==> src/logic/ufs_regs.svh <==
// register map and field constants for the fifo shadow control block
`ifndef UFS_REGS_SVH
`define UFS_REGS_SVH
`define UFS_ADDR_W 32
`define UFS_DATA_W 16
`define UFS_OFS_SFE 32'h50001198
`define UFS_OFS_SRT 32'h5000119c
`define UFS_OFS_STET 32'h500011a0
`define UFS_OFS_HTX 32'h500011a4
`define UFS_OFS_CPR 32'h500011f4
`define UFS_OFS_IST 32'h500011e0
`define UFS_OFS_IMSK 32'h500011e4
`define UFS_OFS_FCR 32'h500011e8
`define UFS_CPR_VAL 16'h0000
`define UFS_FIFO_DEPTH 16
`define UFS_CNT_W 5
`define UFS_INT_W 3
`define UFS_INT_RDA 0
`define UFS_INT_TRANSMIT_HOLDING_EMPTY 1
`define UFS_INT_FRST 2
`define UFS_ALIAS_BIT 0
`define UFS_ALIAS_LO 0
`define UFS_ALIAS_HI 1
`define UFS_FCR_EN_BIT 0
`define UFS_FCR_TX_LO 4
`define UFS_FCR_TX_HI 5
`define UFS_FCR_RX_LO 6
`define UFS_FCR_RX_HI 7
`define UFS_RX_ONE_LVL 1
`define UFS_RX_GAP 2
`define UFS_TX_EMPTY_LVL 0
`define UFS_TX_TWO_LVL 2
`endif

==> src/logic/ufs_pkg.sv <==
// types shared by the fifo shadow control block
package ufs_pkg;
   typedef enum logic [1:0] {
      UFS_RX_ONE = 2'b00,
      UFS_RX_QUARTER = 2'b01,
      UFS_RX_HALF = 2'b10,
      UFS_RX_TWO_LESS = 2'b11
   } ufs_rx_trig_t;
   typedef enum logic [1:0] {
      UFS_TX_EMPTY = 2'b00,
      UFS_TX_TWO = 2'b01,
      UFS_TX_QUARTER = 2'b10,
      UFS_TX_HALF = 2'b11
   } ufs_tx_trig_t;
endpackage

==> src/logic/ufs_fifo_ctrl.sv <==
// fifo shadow control: alias registers, trigger decode, halt and interrupts
// Functional notes
// fifo enable register writes only fifo control bit 0
// fifo enable one enables both fifos, zero disables them
// clearing enable after set resets both fifo controllers
// receive trigger register writes only fifo control bits 7:6
// receive code 00 is one character, 11 is two below full
// data available interrupt when receive fill reaches trigger level
// in dma mode one, receive request low at trigger level
// transmit trigger register writes only fifo control bits 5:4
// transmit code 00 is empty, 01 is two characters left
// holding empty interrupt at threshold only while threshold mode active
// halt bit with fifos enabled stops transmission
// halt bit ignored while fifos are disabled
// receive 01/10 quarter/half full; transmit 10/11 quarter/half
// reserved bits read zero, writes ignored
//
// The plain strobed port was decided locally.
`timescale 1ns/1ps
`include "ufs_regs.svh"
module ufs_fifo_ctrl
   import ufs_pkg::*;
(
   // clock and reset
   input wire logic CLOCK,
   input wire logic RST_N,
   // register port
   input wire logic [`UFS_ADDR_W-1:0] ADDR,
   input wire logic [`UFS_DATA_W-1:0] WDATA,
   input wire logic WR,
   input wire logic RD,
   output logic [`UFS_DATA_W-1:0] RDATA,
   // fifo state from the serial core
   input wire logic [`UFS_CNT_W-1:0] RX_FILL,
   input wire logic [`UFS_CNT_W-1:0] TX_FILL,
   input wire logic DMA_MODE,
   input wire logic TRANSMIT_HOLDING_EMPTY_MODE,
   // control toward the serial core
   output logic FIFO_ENABLE,
   output logic FIFO_RESET,
   output logic TX_HALT,
   output logic RX_DMA_REQ_N,
   output logic RX_DATA_AVAIL,
   output logic TX_HOLDING_EMPTY,
   // interrupt
   output logic IRQ
);
   logic fifo_en_reg;
   logic [1:0] rx_trig_reg;
   logic [1:0] tx_trig_reg;
   logic halt_reg;
   logic [`UFS_INT_W-1:0] int_stat_reg;
   logic [`UFS_INT_W-1:0] int_mask_reg;
   logic [`UFS_INT_W-1:0] int_evt;
   logic rx_level;
   logic tx_level;
   logic rx_level_reg;
   logic tx_level_reg;
   logic transmit_holding_empty_mode_s;
   logic dma_mode_s;
   logic [7:0] fcr_view;
   // level and threshold signals
   logic [`UFS_CNT_W-1:0] rx_thresh;
   logic [`UFS_CNT_W-1:0] tx_thresh;
   logic rx_gated;
   logic tx_gated;
   logic [`UFS_DATA_W-1:0] rd_next;

   // address decode
   logic sel_sfe;
   logic sel_srt;
   logic sel_stet;
   logic sel_htx;
   logic sel_cpr;
   logic sel_ist;
   logic sel_imsk;
   logic sel_fcr;

   // write strobes per register
   logic wr_sfe;
   logic wr_srt;
   logic wr_stet;
   logic wr_htx;
   logic wr_ist;
   logic wr_imsk;
   logic wr_fcr;
   logic en_fall;

   // address compare used by every decode
   function automatic logic hit(input logic [`UFS_ADDR_W-1:0] a,
                                input logic [`UFS_ADDR_W-1:0] ofs);
      hit = (a == ofs);
   endfunction

   // receive fill threshold for each trigger code
   function automatic logic [`UFS_CNT_W-1:0] rx_threshold(input logic [1:0] code);
      unique case (ufs_rx_trig_t'(code))
         UFS_RX_ONE: begin
            rx_threshold = `UFS_CNT_W'(`UFS_RX_ONE_LVL);
         end
         UFS_RX_QUARTER: begin
            rx_threshold = `UFS_CNT_W'(`UFS_FIFO_DEPTH / 4);
         end
         UFS_RX_HALF: begin
            rx_threshold = `UFS_CNT_W'(`UFS_FIFO_DEPTH / 2);
         end
         UFS_RX_TWO_LESS: begin
            rx_threshold = `UFS_CNT_W'(`UFS_FIFO_DEPTH - `UFS_RX_GAP);
         end
      endcase
   endfunction

   // transmit fill threshold; code 00 means fully drained
   function automatic logic [`UFS_CNT_W-1:0] tx_threshold(input logic [1:0] code);
      unique case (ufs_tx_trig_t'(code))
         UFS_TX_EMPTY: begin
            tx_threshold = `UFS_CNT_W'(`UFS_TX_EMPTY_LVL);
         end
         UFS_TX_TWO: begin
            tx_threshold = `UFS_CNT_W'(`UFS_TX_TWO_LVL);
         end
         UFS_TX_QUARTER: begin
            tx_threshold = `UFS_CNT_W'(`UFS_FIFO_DEPTH / 4);
         end
         UFS_TX_HALF: begin
            tx_threshold = `UFS_CNT_W'(`UFS_FIFO_DEPTH / 2);
         end
      endcase
   endfunction

   // mode levels come from another block; synchronise them
   ufs_pin_sync u_transmit_holding_empty_sync (
      .clk(CLOCK),
      .rst_n(RST_N),
      .pin_in(TRANSMIT_HOLDING_EMPTY_MODE),
      .pin_out(transmit_holding_empty_mode_s)
   );

   ufs_pin_sync u_dma_sync (
      .clk(CLOCK),
      .rst_n(RST_N),
      .pin_in(DMA_MODE),
      .pin_out(dma_mode_s)
   );

   assign sel_sfe = hit(ADDR, `UFS_OFS_SFE);
   assign sel_srt = hit(ADDR, `UFS_OFS_SRT);
   assign sel_stet = hit(ADDR, `UFS_OFS_STET);
   assign sel_htx = hit(ADDR, `UFS_OFS_HTX);
   assign sel_cpr = hit(ADDR, `UFS_OFS_CPR);
   assign sel_ist = hit(ADDR, `UFS_OFS_IST);
   assign sel_imsk = hit(ADDR, `UFS_OFS_IMSK);
   assign sel_fcr = hit(ADDR, `UFS_OFS_FCR);

   assign wr_sfe = WR && sel_sfe;
   assign wr_srt = WR && sel_srt;
   assign wr_stet = WR && sel_stet;
   assign wr_htx = WR && sel_htx;
   assign wr_ist = WR && sel_ist;
   assign wr_imsk = WR && sel_imsk;
   assign wr_fcr = WR && sel_fcr;

   // an enable write that clears a set enable
   assign en_fall = (wr_sfe || wr_fcr) && fifo_en_reg &&
                    !WDATA[`UFS_FCR_EN_BIT];

   // shadow enable alias and the full control view
   always_ff @(posedge CLOCK) begin
      if (!RST_N) begin
         fifo_en_reg <= 1'b0;
      end else if (wr_sfe) begin
         fifo_en_reg <= WDATA[`UFS_ALIAS_BIT];
      end else if (wr_fcr) begin
         fifo_en_reg <= WDATA[`UFS_FCR_EN_BIT];
      end
   end

   assign FIFO_ENABLE = fifo_en_reg;

   // one-cycle controller reset of both fifos
   always_ff @(posedge CLOCK) begin
      if (!RST_N) begin
         FIFO_RESET <= 1'b0;
      end else begin
         FIFO_RESET <= en_fall;
      end
   end

   // receive trigger alias
   always_ff @(posedge CLOCK) begin
      if (!RST_N) begin
         rx_trig_reg <= 2'b00;
      end else if (wr_srt) begin
         rx_trig_reg <= WDATA[`UFS_ALIAS_HI:`UFS_ALIAS_LO];
      end else if (wr_fcr) begin
         rx_trig_reg <= WDATA[`UFS_FCR_RX_HI:`UFS_FCR_RX_LO];
      end
   end

   // transmit empty trigger alias
   always_ff @(posedge CLOCK) begin
      if (!RST_N) begin
         tx_trig_reg <= 2'b00;
      end else if (wr_stet) begin
         tx_trig_reg <= WDATA[`UFS_ALIAS_HI:`UFS_ALIAS_LO];
      end else if (wr_fcr) begin
         tx_trig_reg <= WDATA[`UFS_FCR_TX_HI:`UFS_FCR_TX_LO];
      end
   end

   // transmit halt test bit
   always_ff @(posedge CLOCK) begin
      if (!RST_N) begin
         halt_reg <= 1'b0;
      end else if (wr_htx) begin
         halt_reg <= WDATA[`UFS_ALIAS_BIT];
      end
   end

   // halt has no effect while the fifos are disabled
   assign TX_HALT = halt_reg && fifo_en_reg;

   // control view: rx trigger, tx trigger, dma mode, enable
   assign fcr_view = {rx_trig_reg, tx_trig_reg, dma_mode_s, 2'b00, fifo_en_reg};

   // trigger level compare
   assign rx_thresh = rx_threshold(rx_trig_reg);
   assign tx_thresh = tx_threshold(tx_trig_reg);

   assign rx_level = (RX_FILL >= rx_thresh);
   assign tx_level = (TX_FILL <= tx_thresh);
   assign rx_gated = rx_level && fifo_en_reg;
   assign tx_gated = tx_level && fifo_en_reg && transmit_holding_empty_mode_s;

   // previous levels, for edge detection
   always_ff @(posedge CLOCK) begin
      if (!RST_N) begin
         rx_level_reg <= 1'b0;
      end else begin
         rx_level_reg <= rx_gated;
      end
   end

   always_ff @(posedge CLOCK) begin
      if (!RST_N) begin
         tx_level_reg <= 1'b0;
      end else begin
         tx_level_reg <= tx_gated;
      end
   end

   // registered level outputs
   always_ff @(posedge CLOCK) begin
      if (!RST_N) begin
         RX_DATA_AVAIL <= 1'b0;
      end else begin
         RX_DATA_AVAIL <= rx_gated;
      end
   end

   always_ff @(posedge CLOCK) begin
      if (!RST_N) begin
         TX_HOLDING_EMPTY <= 1'b0;
      end else begin
         TX_HOLDING_EMPTY <= tx_gated;
      end
   end

   // request is active low
   always_ff @(posedge CLOCK) begin
      if (!RST_N) begin
         RX_DMA_REQ_N <= 1'b1;
      end else begin
         RX_DMA_REQ_N <= !(dma_mode_s && rx_gated);
      end
   end

   // rising edges of the levels and the fifo reset pulse are the interrupt events
   assign int_evt[`UFS_INT_RDA] = rx_gated && !rx_level_reg;
   assign int_evt[`UFS_INT_TRANSMIT_HOLDING_EMPTY] = tx_gated && !tx_level_reg;
   assign int_evt[`UFS_INT_FRST] = FIFO_RESET;

   // set wins over write-one-to-clear
   generate
      for (genvar b = 0; b < `UFS_INT_W; b++) begin : g_stat
         always_ff @(posedge CLOCK) begin
            if (!RST_N) begin
               int_stat_reg[b] <= 1'b0;
            end else if (int_evt[b]) begin
               int_stat_reg[b] <= 1'b1;
            end else if (wr_ist && WDATA[b]) begin
               int_stat_reg[b] <= 1'b0;
            end
         end
      end
   endgenerate

   // interrupt mask, same layout as status
   generate
      for (genvar b = 0; b < `UFS_INT_W; b++) begin : g_mask
         always_ff @(posedge CLOCK) begin
            if (!RST_N) begin
               int_mask_reg[b] <= 1'b0;
            end else if (wr_imsk) begin
               int_mask_reg[b] <= WDATA[b];
            end
         end
      end
   endgenerate

   assign IRQ = |(int_stat_reg & int_mask_reg);

   // read mux; idle cycles and unmapped addresses give zero
   always_comb begin
      rd_next = '0;
      if (RD) begin
         if (sel_sfe) begin
            rd_next[`UFS_ALIAS_BIT] = fifo_en_reg;
         end else if (sel_srt) begin
            rd_next[`UFS_ALIAS_HI:`UFS_ALIAS_LO] = rx_trig_reg;
         end else if (sel_stet) begin
            rd_next[`UFS_ALIAS_HI:`UFS_ALIAS_LO] = tx_trig_reg;
         end else if (sel_htx) begin
            rd_next[`UFS_ALIAS_BIT] = halt_reg;
         end else if (sel_cpr) begin
            rd_next = `UFS_CPR_VAL;
         end else if (sel_ist) begin
            rd_next[`UFS_INT_W-1:0] = int_stat_reg;
         end else if (sel_imsk) begin
            rd_next[`UFS_INT_W-1:0] = int_mask_reg;
         end else if (sel_fcr) begin
            rd_next[`UFS_FCR_RX_HI:`UFS_FCR_EN_BIT] = fcr_view;
         end
      end
   end

   // read data stand for one cycle only
   always_ff @(posedge CLOCK) begin
      if (!RST_N) begin
         RDATA <= '0;
      end else begin
         RDATA <= rd_next;
      end
   end
endmodule

==> src/logic/ufs_pin_sync.sv <==
// three-stage pin synchroniser with second/third agreement
`timescale 1ns/1ps
module ufs_pin_sync (
   input wire logic clk,
   input wire logic rst_n,
   input wire logic pin_in,
   output logic pin_out
);
   logic s1_reg;
   logic s2_reg;
   logic s3_reg;
   always_ff @(posedge clk) begin
      if (!rst_n) begin
         s1_reg <= 1'b0;
         s2_reg <= 1'b0;
         s3_reg <= 1'b0;
      end else begin
         s1_reg <= pin_in;
         s2_reg <= s1_reg;
         s3_reg <= s2_reg;
      end
   end
   always_ff @(posedge clk) begin
      if (!rst_n) begin
         pin_out <= 1'b0;
      end else if (s2_reg == s3_reg) begin
         pin_out <= s3_reg;
      end
   end
endmodule

==> config.mk <==
export PLATFORM = sky130hd
export DESIGN_NAME = ufs_fifo_ctrl
export DESIGN_NICKNAME = d
export VERILOG_FILES = /design/src/logic/ufs_pkg.sv /design/src/logic/ufs_fifo_ctrl.sv /design/src/logic/ufs_pin_sync.sv
export VERILOG_INCLUDE_DIRS = /design/src /design/src/logic
export SDC_FILE = /design/constraint.sdc
export NUM_CORES = 1
export LEC_CHECK = 0
export BUFFER_PORTS_ARGS = -buffer_cell sky130_fd_sc_hd__buf_2
export CORE_ASPECT_RATIO = 2
export CORE_MARGIN = 2
export CORE_UTILIZATION = 46
export CTS_CLUSTER_DIAMETER = 120
export DETAILED_ROUTE_END_ITERATION = 8
export GPL_TIMING_DRIVEN = 1
export PLACE_DENSITY = 0.88
export SLEW_MARGIN = 20
export SYNTH_ARGS = -nofsm -noshare
export SYNTH_HDL_FRONTEND = slang
export SYNTH_SLANG_ARGS = --single-unit
==> constraint.sdc <==
create_clock -name CLOCK -period 2 [get_ports CLOCK]
set_input_delay 0.4 -clock CLOCK [delete_from_list [all_inputs] [get_ports CLOCK]]
set_output_delay 0.4 -clock CLOCK [all_outputs]
set_load 0.02 [all_outputs]
* After elaboration in Yosys (flattened, before gate mapping) *
Cells that the tools add are included.

storage, ports and cells
  bits in registers = 40
  output and inout bits = 23
  word-level logic and storage cells = 117
  input port bits = 64

cells by class
  equal/unequal tests = 16
  bitwise operators = 3
  multiplexer cells = 31
  reductions and logical operators = 38
  $lt $le $gt $ge = 2

operator list
  operator              count
  $eq 32x31->1 const B  8
  $mux 8                9
  $pmux 5 s4            2
  $logic_and 1x1->1     19
  $mux 2                7
  $reduce_bool 2->1     6
  $mux 1                11
  $reduce_or 9->1       1
  $eq 2x2->1 const B    4
  $reduce_or 7->1       1
  $mux 3                2
  $reduce_or 3->1       2
  $ge 5x5->1            1
  $le 5x5->1            1
  $reduce_or 5->1       1
  $eq 2x1->1 const B    2
  $logic_not 1->1       4
  $logic_not 2->1       2
  $and 3x3->3           1
  $eq 1x1->1            2
  $not 1->1             2
  $reduce_and 2->1      1
  $logic_or 1x1->1      1

* Logic depth before layout (Yosys ltp) *
  depth after elaboration = 17
  gate-level depth with buffers = 7
  gate-level depth less buffers = 7

* Hierarchy *
From an unflattened synthesis, not the netlist that was laid out.

second synthesis, totals
  cells, all modules = 192
  area total of the unflattened synthesis = 1,736.7 um^2

modules (own cells, without submodules)
  module         instances  area each (um^2)  sequential area each (um^2)  cells an instance
  ufs_fifo_ctrl  1          1,503.9           480.5                        172
  ufs_pin_sync   2          116.4             80.1                         10

* Least setup slack after synthesis *
No wires, ideal clock.

  path type = input-to-reg
  from = input ADDR[15]
  to = register RDATA[5]
  setup time = 0.059 ns
  buffers on the path = 1
  cell stages on the path = 6
  setup slack = 0.242 ns
  arrival = 1.699 ns
  path through = nor4b_2 > nand4_2 > or3_1 > buf_2 > nor3_2 > and2_1

between the ends
  cells in the longest elaborated chain, start to end = 10

RTL lines
  item                    RTL line              text
  start: declaration      ufs_fifo_ctrl.sv:28   input wire logic [`UFS_ADDR_W-1:0] ADDR,
  $eq 32x31->1            ufs_fifo_ctrl.sv:92   hit = (a == ofs);
  $mux 8                  ufs_fifo_ctrl.sv:331  end else if (sel_fcr) begin
  $mux 8                  ufs_fifo_ctrl.sv:329  end else if (sel_imsk) begin
  $mux 8                  ufs_fifo_ctrl.sv:327  end else if (sel_ist) begin
  $mux 8                  ufs_fifo_ctrl.sv:325  end else if (sel_cpr) begin
  $mux 8                  ufs_fifo_ctrl.sv:323  end else if (sel_htx) begin
  $mux 8                  ufs_fifo_ctrl.sv:321  end else if (sel_stet) begin
  $mux 8                  ufs_fifo_ctrl.sv:319  end else if (sel_srt) begin
  $mux 8                  ufs_fifo_ctrl.sv:317  if (sel_sfe) begin
  $mux 8                  ufs_fifo_ctrl.sv:316  if (RD) begin
  end signal: assignment  ufs_fifo_ctrl.sv:342  RDATA <= rd_next;
  end: declaration        ufs_fifo_ctrl.sv:32   output logic [`UFS_DATA_W-1:0] RDATA,

Parallel ways exist; a longest one is shown, timed or not. The select of a mux whose other input is x is not followed.
A chain may end at the register's enable or synchronous reset.

* Final worst setup path *
  from = register tx_trig_reg[1]
  to = register int_stat_reg[1]

between the ends
  cells in the longest elaborated chain, start to end = 7

RTL lines
  item                                                RTL line              text
  start: declaration                                  ufs_fifo_ctrl.sv:50   logic [1:0] tx_trig_reg;
  start signal: assignment                            ufs_fifo_ctrl.sv:205  tx_trig_reg <= WDATA[`UFS_ALIAS_HI:`UFS_ALIAS_LO];
  start signal: assignment                            ufs_fifo_ctrl.sv:207  tx_trig_reg <= WDATA[`UFS_FCR_TX_HI:`UFS_FCR_TX_LO];
  $eq 2x2->1 (tied with other cells)                  ufs_fifo_ctrl.sv:115  unique case (ufs_tx_trig_t'(code))
  $pmux 5 s4 *                                        ufs_fifo_ctrl.sv:115
  $le 5x5->1 *                                        ufs_fifo_ctrl.sv:231  assign tx_level = (TX_FILL <= tx_thresh);
  $logic_and 1x1->1 * (2 in a row)                    ufs_fifo_ctrl.sv:233  assign tx_gated = tx_level && fifo_en_reg && transmit_holding_empty_mode_s;
  $logic_and 1x1->1 *                                 ufs_fifo_ctrl.sv:280  assign int_evt[`UFS_INT_TRANSMIT_HOLDING_EMPTY] = tx_gated && !tx_level_reg;
  $mux 1 / $reduce_bool 2->1 (equally long branches)  --
  end signal: indexed assignment                      ufs_fifo_ctrl.sv:288  int_stat_reg[b] <= 1'b0;
  end signal: indexed assignment                      ufs_fifo_ctrl.sv:290  int_stat_reg[b] <= 1'b1;
  end signal: indexed assignment                      ufs_fifo_ctrl.sv:292  int_stat_reg[b] <= 1'b0;
  end: declaration                                    ufs_fifo_ctrl.sv:52   logic [`UFS_INT_W-1:0] int_stat_reg;

Every way passes the cells marked *; elsewhere a longest branch is shown, timed or not. The select of a mux whose other input is x is not followed.

==> impl_metrics.yaml <==
synth:
  synth_area_mm2: 0.001787
  synthAdderAreaFrac: 0.04902
  ys_warn_count: 0
  synth_compound_area_frac: 0.1338
  yosysSeqAreaShare: 0.3585
  synthXorXnorAreaFrac: 0
  ys_ff_latch: 32
  synth_flop_cell: "dfxtp_1"
  syn_area_per_cell_um2: 8.716
  ys_types: 49
  synthMuxAreaShare: 0.05042
  synthArstFlopShare: 0
  synth_edf_count: 0
  syn_inst: 205
  synth_top_family_by_area: "simple AND/OR/NAND/NOR gates"
  synth-simple-area-share: 0.3340
setup_path:
  r2r-end: "int_stat_reg[1]"
  ff2ff_path_depth: 7
  crit_chain: "nand2b_1 > ha_1 > nor2b_1 > o21a_1 > o21ai_0 > nor4bb_2 > a32o_1"
  critPathKind: "flop to flop"
  cp_slowest_cell: "dfxtp_1"
  max_stage_delay_ns: 0.42
  worst-path-stages: 7
  start_kind: "flop"
  cp.required_ns: 2.24
  end_kind: "flop"
  cp.arrival_ns: 2.06
  crit_end: "int_stat_reg[1]"
  reg2reg_setup_slack_ns: 0.18
  timing.critical_path.from: "tx_trig_reg[1]"
  path_max_fanout: 4
  cp_top_family: "simple AND/OR/NAND/NOR gates"
  r2r_start: "tx_trig_reg[1]"
  crit_buf_inv: 0
cts:
  cts_tree: "done"
  cts.path.max_buffers: 2
  clk-insertion-delay-late_ns: 0.29
  postCtsSetupRepairBufs: 0
  cts.sinks: 32
  cts_max_level: 2
  clockRootBuffer: "clkbuf_8"
  numCtsBuffers: 5
  path_clk_slew_ns: 0.07
global_route:
  grt_pass1_wl_um: 7051
  grt_pass1_vias: 1773
  antenna_found_initial: 0
  track_usage: 0.2167
  grt-ovfl-total: 0
  grt_start_max_net_pins: 21
floorplan:
  core_mm2: 0.003804
  start_util: 0.4697
  die_area_mm2: 0.004429
  rows: 32
  die_h_um: 92.14
  die_x_um: 48.07
  io_pins: 87
timing:
  maxSlewViolCount: 0
  fin_crit_sh: 0.9102
  fin_tns_setup_ns: 0
  clock_skew_ns: 0.006728
  whs_ns: 0.2875
  min_period_ns: 1.820
  rsz0062_at_grt: "no"
  setup_viol: 0
  max_clock_freq_mhz: 549.3
  hold_viol: 0
drt:
  drc: 0
  antenna_left: 0
  drt_iter0_drc: 43
  post_drt_wl_per_cell_um: 13.20
  dr.pass1.iters: 4
  vias: 1826
  drt_wl_total_um: 4460
  drt-vias-per-instance: 5.402
layout:
  nFillCells: 353
  drive_above_1_share: 0.3554
  n_antenna_cell: 0
  fin_cells: 338
  syn2layout_area_growth_pct: 30.25
  final_nets: 357
  largest_reg_flops: 8
pwr:
  leakagePower_nw: 1.014
  power.density_mw_per_mm2: 559.4
  power_mw: 1.302
  peakVddDrop_mv: 0.5129
min_path:
  hold_start: "TX_FILL[4]"
  hp-class: "input pin to flop"
  holdPathStages: 2
flow_run:
  drv_cap: 0
status:
  status: "finished, final reports clean"
place:
  io_buffers: 69
  numPlacedInstances: 330
  place_hpwl_um: 3631
  place_congestion: 0.8939
[power breakdown]
group	leakage (nW)	internal (mW)	total (mW)	switching, mW
Combinational	0.714	0.0724	0.155	0.0829
Sequential	0.259	0.642	0.644	0.00177
Clock	0.0404	0.246	0.503	0.257
[per-stage QoR]
step / area [um2] / setup WS (ns) / utilization
2_1_floorplan: 1813 / 0.2424 / -
3_3_place_gp: 2228 / 0.02823 / 0.5859
3_5_place_dp: 2228 / -0.008494 / 0.5859
4_1_cts: 2321 / 0.1131 / 0.6102
5_1_grt: 2327 / 0.006378 / 0.6118
6_report: 2327 / 0.1795 / 0.6118
[Yosys cell counts (2+ instances only)]
master | count | share of area
nand2_1 | 23 | 0.048
nand3b_1 | 2 | 0.0084
buf_4 | 8 | 0.034
inv_1 | 12 | 0.025
and3_1 | 2 | 0.0070
o21ai_1 | 2 | 0.0056
ha_1 | 7 | 0.049
and2_1 | 10 | 0.035
o21ai_0 | 7 | 0.020
o31ai_1 | 2 | 0.0084
nand3_1 | 7 | 0.020
nor2b_1 | 4 | 0.014
nor3_2 | 3 | 0.017
mux2i_1 | 9 | 0.050
and3b_1 | 2 | 0.0098
nor4b_1 | 3 | 0.015
nor4_1 | 6 | 0.021
o22ai_1 | 2 | 0.0070
nand2b_1 | 2 | 0.0070
nor4b_2 | 4 | 0.034
nor3_1 | 4 | 0.011
dfxtp_1 | 32 | 0.36
nor4bb_1 | 2 | 0.011
or3_1 | 2 | 0.0070
a211oi_1 | 4 | 0.017
o21a_1 | 2 | 0.0084
nor2_1 | 8 | 0.017
a21oi_1 | 9 | 0.025
clkbuf_1 | 5 | 0.011
[layout make-up]
type | instances | area, um2 | area share
clock inverters | 3 | 23.77 | 0.01022
clock buffers | 5 | 68.82 | 0.02957
multi-input cells | 154 | 1050 | 0.4511
repair buffers | 81 | 435.4 | 0.1871
well taps | 51 | 63.81 | 0.02742
inverters | 12 | 45.04 | 0.01935
flip-flops and latches | 32 | 640.6 | 0.2753
[logic make-up (layout without fill, tap and decap cells)]
| group | count (synthesis) | in the layout |
|---|---|---|
| muxes | 9 | 9 |
| DFF | 32 | 32 |
| buffers and inverters | 26 | 101 |
| adders and majority gates | 7 | 7 |
| and+or+nand+nor | 94 | 94 |
| other | 1 | 8 |
| AOI/OAI and AO/OA | 36 | 36 |
[per-layer routing]
layer | up-vias | wire length, um | track usage
met1 | 821 | 1525 | 0.2149
met4 | 0 | 176 | 0.1081
met3 | 16 | 292 | 0.04724
li1 | 893 | - | -
met5 | - | 0 | 0
met2 | 96 | 2466 | 0.3833
[what timing repair did]
item | in CTS | in global routing
endpoints found under the hold margin | 0 | 0
setup endpoints to repair | 0 | 1
hold buffers | 0 | 0
gates resized for setup | 0 | 1
[layout by cell type, fill, tap and decap left out, types with 5 or more instances in the layout]
cell type	synthesis	routed
dfxtp_1	32	32
ha_1	7	7
mux2i_1	9	9
and2_1	10	10
buf_4	8	12
inv_1	12	12
nor4_1	6	6
buf_2	1	69
nand2_1	23	23
nor2_1	8	8
clkbuf_8	0	5
nand3_1	7	7
conb_1	1	8
a21oi_1	9	9
o21ai_0	7	7
[worst reg2reg max path, stage by stage, from the launching register on]
cell and delay [ns]:
dfxtp_1 0.42, nand2b_1 0.09, ha_1 0.29, nor2b_1 0.13, o21a_1 0.15, o21ai_0 0.14
nor4bb_2 0.39, a32o_1 0.16
[worst min-delay path by stage]
stage	slack (ns)	endpoint
2_1_floorplan	0.38	RX_DMA_REQ_N
3_3_place_gp	0.40	RX_DMA_REQ_N
3_5_place_dp	0.41	RX_DMA_REQ_N
4_1_cts	0.29	TX_HOLDING_EMPTY
5_1_grt	0.30	TX_HOLDING_EMPTY
6_report	0.29	TX_HOLDING_EMPTY
Note: power is estimated with default switching activity, not from simulation.
